===== src/common/pssb_defines.vh =====
// register map, field positions and timing counts of the status set/clear bank
`ifndef PSSB_DEFINES_VH
`define PSSB_DEFINES_VH

`define PSSB_ADR_FORCE      5'h00
`define PSSB_ADR_DROP       5'h04
`define PSSB_ADR_HOSTEN     5'h08
`define PSSB_ADR_BEEN       5'h0C
`define PSSB_ADR_IRQ_STAT   5'h10
`define PSSB_ADR_IRQ_MASK   5'h14
`define PSSB_ADR_CTRL       5'h18

`define PSSB_BIT_HOST2LOC   31
`define PSSB_BIT_SOFT_LO    24
`define PSSB_BIT_SOFT_HI    27
`define PSSB_BIT_PARITY     6
`define PSSB_BIT_SYSERR     5
`define PSSB_BIT_MABORT     2
`define PSSB_BIT_TABORT     1

`define PSSB_STATUS_MASK    32'h8F00_0066
`define PSSB_STATUS_RESET   32'h0000_0000
`define PSSB_HWCOND_MASK    32'h0000_0066
`define PSSB_SYNC_CLKS      3

// local event status bits: 0 host-to-local irq raised, 1 host irq pin asserted
`define PSSB_EV_H2L         0
`define PSSB_EV_HOSTIRQ     1
`define PSSB_EV_W           2

`endif


===== src/hdl/pssb_status_bank.v =====
// status set/clear register bank with level pins and wishbone slave
//
// Design decisions made here: the address map and the Wishbone slave port.
`include "pssb_defines.vh"
`default_nettype none

module pssb_status_bank (
    input  wire        clk_i,
    input  wire        srst_i,
    input  wire        wb_cyc_i,
    input  wire        wb_stb_i,
    input  wire        wb_we_i,
    input  wire [4:0]  wb_adr_i,
    input  wire [3:0]  wb_sel_i,
    input  wire [31:0] wb_dat_i,
    output reg  [31:0] wb_dat_o,
    output reg         wb_ack_o,
    input  wire        parity_error_i,
    input  wire        system_error_i,
    input  wire        master_abort_i,
    input  wire        target_abort_i,
    input  wire        power_d0_i,
    output reg  [31:0] status_o,
    output reg  [31:0] status_local_o,
    output reg         host_to_local_irq_o,
    output reg         host_irq_pin_n_o,
    output reg         parity_error_pin_n_o,
    output reg         system_error_pin_n_o,
    output reg         irq_o
);

    // byte-lane expansion, used for the force, drop and enable registers
    function [31:0] lane_mask;
        input [3:0] sel;
        integer k;
        begin
            for (k = 0; k < 4; k = k + 1) begin
                lane_mask[k*8 +: 8] = {8{sel[k]}};
            end
        end
    endfunction

    function reg_hit;
        input [4:0] adr;
        input [4:0] target;
        begin
            reg_hit = (adr[4:2] == target[4:2]);
        end
    endfunction

    // pin-side conditions pass two flops before use
    reg  [3:0]  cond_meta;
    reg  [3:0]  cond_sync;
    wire [31:0] hw_cond;

    reg  [31:0] status;
    reg  [31:0] host_enable;
    reg  [31:0] local_enable;
    reg  [`PSSB_EV_W-1:0] ev_status;
    reg  [`PSSB_EV_W-1:0] ev_mask;
    reg  [1:0]  d0_sync;

    reg  [31:0] pipe1;
    reg  [31:0] pipe2;

    reg  [31:0] next_status;
    reg  [31:0] sw_clear;
    reg  [31:0] wmask;
    reg         prev_h2l;
    reg         prev_hirq;
    reg  [`PSSB_EV_W-1:0] ev_raise;

    wire        wr_stb;
    wire        host_irq_now;

    assign wr_stb = wb_cyc_i & wb_stb_i & wb_we_i & ~wb_ack_o;

    assign hw_cond = {25'h000_0000, cond_sync[3], cond_sync[2], 2'b00,
                      cond_sync[1], cond_sync[0], 1'b0};

    always @(posedge clk_i) begin
        if (srst_i) begin
            cond_meta <= 4'h0;
            cond_sync <= 4'h0;
            d0_sync   <= 2'b00;
        end else begin
            cond_meta <= {parity_error_i, system_error_i, master_abort_i, target_abort_i};
            cond_sync <= cond_meta;
            d0_sync   <= {d0_sync[0], power_d0_i};
        end
    end

    // status next-state: hardware causes win over clears, and clears are applied after software sets
    always @* begin
        wmask           = lane_mask(wb_sel_i) & wb_dat_i & `PSSB_STATUS_MASK;
        next_status     = status;
        sw_clear        = 32'h0000_0000;
        if (wr_stb && reg_hit(wb_adr_i, `PSSB_ADR_FORCE)) begin
            next_status = status | wmask;
            if (!local_enable[`PSSB_BIT_HOST2LOC]) begin
                next_status[`PSSB_BIT_HOST2LOC] = status[`PSSB_BIT_HOST2LOC];
            end
        end
        if (wr_stb && reg_hit(wb_adr_i, `PSSB_ADR_DROP)) begin
            sw_clear = wmask;
        end
        // a bit with its cause still asserted refuses the clear
        next_status     = (next_status & ~(sw_clear & ~hw_cond)) | hw_cond;
        next_status     = next_status & `PSSB_STATUS_MASK;
    end

    // forced bits ignore the cause going away; only the clear alias drops them
    always @(posedge clk_i) begin
        if (srst_i) begin
            status     <= `PSSB_STATUS_RESET;
        end else begin
            status     <= next_status;
        end
    end

    // enables: host enable and local enable are plain rw here
    always @(posedge clk_i) begin
        if (srst_i) begin
            host_enable  <= 32'h0000_0000;
            local_enable <= 32'h0000_0000;
            ev_mask      <= {`PSSB_EV_W{1'b0}};
        end else if (wr_stb) begin
            if (reg_hit(wb_adr_i, `PSSB_ADR_HOSTEN)) begin
                host_enable <= (host_enable & ~lane_mask(wb_sel_i))
                             | (wb_dat_i & lane_mask(wb_sel_i) & `PSSB_STATUS_MASK);
            end
            if (reg_hit(wb_adr_i, `PSSB_ADR_BEEN)) begin
                local_enable <= (local_enable & ~lane_mask(wb_sel_i))
                              | (wb_dat_i & lane_mask(wb_sel_i) & `PSSB_STATUS_MASK);
            end
            if (reg_hit(wb_adr_i, `PSSB_ADR_IRQ_MASK) && wb_sel_i[0]) begin
                ev_mask <= wb_dat_i[`PSSB_EV_W-1:0];
            end
        end
    end

    // three-stage delay of the status into the local domain copy
    always @(posedge clk_i) begin
        if (srst_i) begin
            pipe1          <= 32'h0000_0000;
            pipe2          <= 32'h0000_0000;
            status_local_o <= 32'h0000_0000;
        end else begin
            pipe1          <= status;
            pipe2          <= pipe1;
            status_local_o <= pipe2;
        end
    end

    assign host_irq_now = d0_sync[1] & |(status & host_enable);

    // error pins follow the status level, so they drop only once cause and flag are gone
    always @(posedge clk_i) begin
        if (srst_i) begin
            status_o             <= 32'h0000_0000;
            host_irq_pin_n_o     <= 1'b1;
            parity_error_pin_n_o <= 1'b1;
            system_error_pin_n_o <= 1'b1;
            host_to_local_irq_o  <= 1'b0;
        end else begin
            status_o             <= status;
            host_irq_pin_n_o     <= ~host_irq_now;
            parity_error_pin_n_o <= ~status[`PSSB_BIT_PARITY];
            system_error_pin_n_o <= ~status[`PSSB_BIT_SYSERR];
            host_to_local_irq_o  <= |(status_local_o & local_enable);
        end
    end

    // local interrupt events: rising edges, sticky, write one to clear
    always @* begin
        ev_raise = {`PSSB_EV_W{1'b0}};
        ev_raise[`PSSB_EV_H2L]     = host_to_local_irq_o & ~prev_h2l;
        ev_raise[`PSSB_EV_HOSTIRQ] = ~host_irq_pin_n_o & ~prev_hirq;
    end

    always @(posedge clk_i) begin
        if (srst_i) begin
            prev_h2l  <= 1'b0;
            prev_hirq <= 1'b0;
            ev_status <= {`PSSB_EV_W{1'b0}};
            irq_o     <= 1'b0;
        end else begin
            prev_h2l  <= host_to_local_irq_o;
            prev_hirq <= ~host_irq_pin_n_o;
            if (wr_stb && reg_hit(wb_adr_i, `PSSB_ADR_IRQ_STAT) && wb_sel_i[0]) begin
                ev_status <= (ev_status & ~wb_dat_i[`PSSB_EV_W-1:0]) | ev_raise;
            end else begin
                ev_status <= ev_status | ev_raise;
            end
            irq_o     <= |(ev_status & ev_mask);
        end
    end

    // wishbone classic: ack one cycle after strobe, dropped the next cycle
    always @(posedge clk_i) begin
        if (srst_i) begin
            wb_ack_o <= 1'b0;
            wb_dat_o <= 32'h0000_0000;
        end else begin
            wb_ack_o <= wb_cyc_i & wb_stb_i & ~wb_ack_o;
            wb_dat_o <= 32'h0000_0000;
            if (wb_cyc_i && wb_stb_i && !wb_ack_o && !wb_we_i) begin
                case (wb_adr_i[4:2])
                    3'd0, 3'd1: wb_dat_o <= status;
                    3'd2:       wb_dat_o <= host_enable;
                    3'd3:       wb_dat_o <= local_enable;
                    3'd4:       wb_dat_o <= {{(32-`PSSB_EV_W){1'b0}}, ev_status};
                    3'd5:       wb_dat_o <= {{(32-`PSSB_EV_W){1'b0}}, ev_mask};
                    3'd6:       wb_dat_o <= {{31{1'b0}}, d0_sync[1]};
                    default:    wb_dat_o <= 32'h0000_0000;
                endcase
            end
        end
    end

endmodule

`default_nettype wire


===== config.mk =====
export PLATFORM = sky130hd
export DESIGN_NAME = pssb_status_bank
export DESIGN_NICKNAME = d
export VERILOG_FILES = /design/src/hdl/pssb_status_bank.v
export VERILOG_INCLUDE_DIRS = /design/src /design/src/common
export SDC_FILE = /design/constraint.sdc
export NUM_CORES = 1
export LEC_CHECK = 0
export BUFFER_PORTS_ARGS = -buffer_cell sky130_fd_sc_hd__buf_4
export CAP_MARGIN = 40
export CORE_ASPECT_RATIO = 1.25
export CORE_MARGIN = 2
export CORE_UTILIZATION = 55
export CTS_CLUSTER_SIZE = 16
export DETAILED_ROUTE_END_ITERATION = 16
export GPL_TIMING_DRIVEN = 0
export PLACE_DENSITY = 0.92
export SETUP_SLACK_MARGIN = 0.2
export SYNTH_ARGS = -nofsm -noshare
export SYNTH_HDL_FRONTEND = slang
export SYNTH_SLANG_ARGS = --single-unit

===== constraint.sdc =====
create_clock -name clk_i -period 2.3 [get_ports clk_i]
set_input_delay 0.345 -clock clk_i [delete_from_list [all_inputs] [get_ports clk_i]]
set_output_delay 0.345 -clock clk_i [all_outputs]
set_load 0.02 [all_outputs]

==> flow_summary.toml <==
[synthesis]
syn_avg_cell_area_um2 = 10.78
synth_fa_ha_area_frac = 0
ys.flop_type = "dfxtp_1"
synth_compound_area_frac = 0.1063
synthMuxAreaShare = 0.05360
synth_simple_gate_area_frac = 0.2024
synthArstFlopShare = 0
synthXorXnorAreaFrac = 0
ys_types = 44
synth_seq_cells = 154
yosys_warnings = 0
yosysSeqAreaShare = 0.5457
synth_top_family_by_area = "simple AND/OR/NAND/NOR gates"
synth-edff-count = 0
synthCells = 524
syn_area_mm2 = 0.005649

[setup_path]
endpoint = "host_enable[22]"
startpoint_type = "register"
r2r_slack_ns = 0.64
worstPathCellList = "and4b_1 > buf_2 > a31oi_1 > and2_1"
endpoint_kind = "register"
critical_path_required_ns = 2.66
path_max_fanout = 9
timing.rr.end = "host_enable[22]"
r2r_cells = 4
slowest_delay_ns = 0.53
worst_r2r_startpoint = "wb_ack_o"
crit_slowest_cell = "a31oi_1"
cp_data_arrival_time_ns = 2.02
crit_start = "wb_ack_o"
worstSetupPathType = "reg -> reg"

[floorplanning]
dieWidth_um = 94.65
num_rows = 41
die_height_um = 117.3
dieArea_mm2 = 0.01110
initial_core_util = 0.5618
ios = 153
core_mm2 = 0.01005

[placement]
place_congestion = 0.8868
dp_slack_ns = 0.4757
dp_hpwl_mm = 9.037
dp_cells = 780
portBuffers = 81

[final_layout]
syn_to_final_growth_pct = 27.55
fin_cells = 812
nFillCells = 717
nets = 721
final_common_cell = "dfxtp_1"
final_cell_mix = "dfxtp_1, buf_4, conb_1"
drive_gt1_frac = 0.2826
n_antenna_cell = 0

[clock_network]
cts_tree = "yes"
ctsHoldBuffers = 0
cts_buffers = 17
cts_max_level = 4
clockRootBuffer = "clkbuf_16"
cts.repair.resized = 0
clk_pin_slew_ns = 0.06
cts_num_sinks = 154
post_cts_buffers = 0
clockBufferDepth = 2
clock_latency_ns = 0.42

[timing]
hold_ws_ns = 0.1354
setup_slack_ns = 0.6419
period_share = 0.7209
final_max_slew_viol_count = 0
fin_crit_ns = 1.658
finalSetupViolations = 0
worst_pin_slew_ns = 0.6781
skew_ns = 0.01063
max_freq_ghz = 0.6031
rsz0062_at_grt = "false"
hold_violations = 0
setup_tns_ns = 0
relSlewSlack = 0.5479

[route]
num_vias = 4319
routedWlPerCell_um = 16.25
drc_errors = 0
finalWirelength_mm = 13.20
drt_iter0_markers = 235
first_pass_iters = 7
via_per_inst = 5.319
ant_nets = 0

[grt]
grt_max_degree = 17
grt_first_pass_wirelength_mm = 20.87
antenna_found_initial = 0
grt_overflow = 0
grt_pass1_vias = 4291
grt_util_all_layers = 0.2436

[worst_hold_path]
hold_path_class = "in -> reg"

[power]
vdd_ir_drop_max_mv = 0.5443
power.total_mw = 5.907
powerDensity_mw_per_mm2 = 819.8
p_leak_nw = 3.092

[job]
drv_cap = 0

[run_status]
outcome = "finished, final reports clean"
per-layer routing:
layer	vias to the layer above	track usage	wire, um
met5	-	0	0
li1	2004	-	-
met3	50	0.06358	973
met4	0	0.1268	427
met1	2034	0.2836	5124
met2	231	0.4047	6669
worst max-delay path: cells and delay by family, from the launching register on:
| family | cells | cell delay [ns] |
|---|---|---|
| AOI/OAI and AO/OA | 1 | 0.53 |
| DFF | 1 | 0.46 |
| and+or+nand+nor | 2 | 0.45 |
| buffers and inverters | 1 | 0.17 |
worst min-delay path by stage:
stage,from,to,cells after the start
finish,system_error_i,cond_meta[2],2
global route,system_error_i,cond_meta[2],2
CTS,wb_dat_i[25],status[25],2
detailed placement,cond_meta[1],cond_sync[1],1
global placement,pipe2[26],status_local_o[26],1
floorplan,cond_meta[0],cond_sync[0],1
cells by family (layout without fill, tap and decap cells):
family                 count (synthesis)  after routing
buffers and inverters                 82            196
flip-flops                           154            154
multiplexers                          30             30
AO/OA/AOI/OAI                         74             74
AND/OR/NAND/NOR                      183            183
other                                  1             46
synthesized netlist by cell type (8+ instances only):
library cell,instances,area share
nand2b_1,28,0.031
and2_1,40,0.044
a211oi_2,8,0.018
nor2b_1,45,0.050
mux2i_1,28,0.050
a22oi_1,25,0.033
dfxtp_1,154,0.55
clkbuf_1,12,0.0080
buf_4,49,0.065
buf_2,13,0.012
a31oi_1,11,0.012
a211oi_1,10,0.013
nor2_1,34,0.023
stage by stage:
step	area (um^2)	utilization
finish	7206	0.7167
global route	7206	0.7167
CTS	7206	0.7167
detailed placement	6593	0.6557
global placement	6588	0.6552
floorplan	5818	-
cell type report:
type	count	area [um^2]	area share
Buffer	76	493.0	0.06841
Tap cell	129	161.4	0.02240
Clock inverter	11	132.6	0.01841
Multi-Input combinational cell	333	2220	0.3080
Sequential cell	154	3083	0.4279
Clock buffer	21	480.5	0.06668
Timing Repair Buffer	82	613.1	0.08508
Inverter	6	22.52	0.003126
where the power goes:
group | switching [mW] | leakage [nW] | internal [mW]
Clock | 1.10 | 0.297 | 1.73
Combinational | 0.226 | 1.55 | 0.149
Sequential | 0.0163 | 1.24 | 2.69
Total | 1.34 | 3.09 | 4.57
No activity file was read; power rests on OpenSTA's default activity.
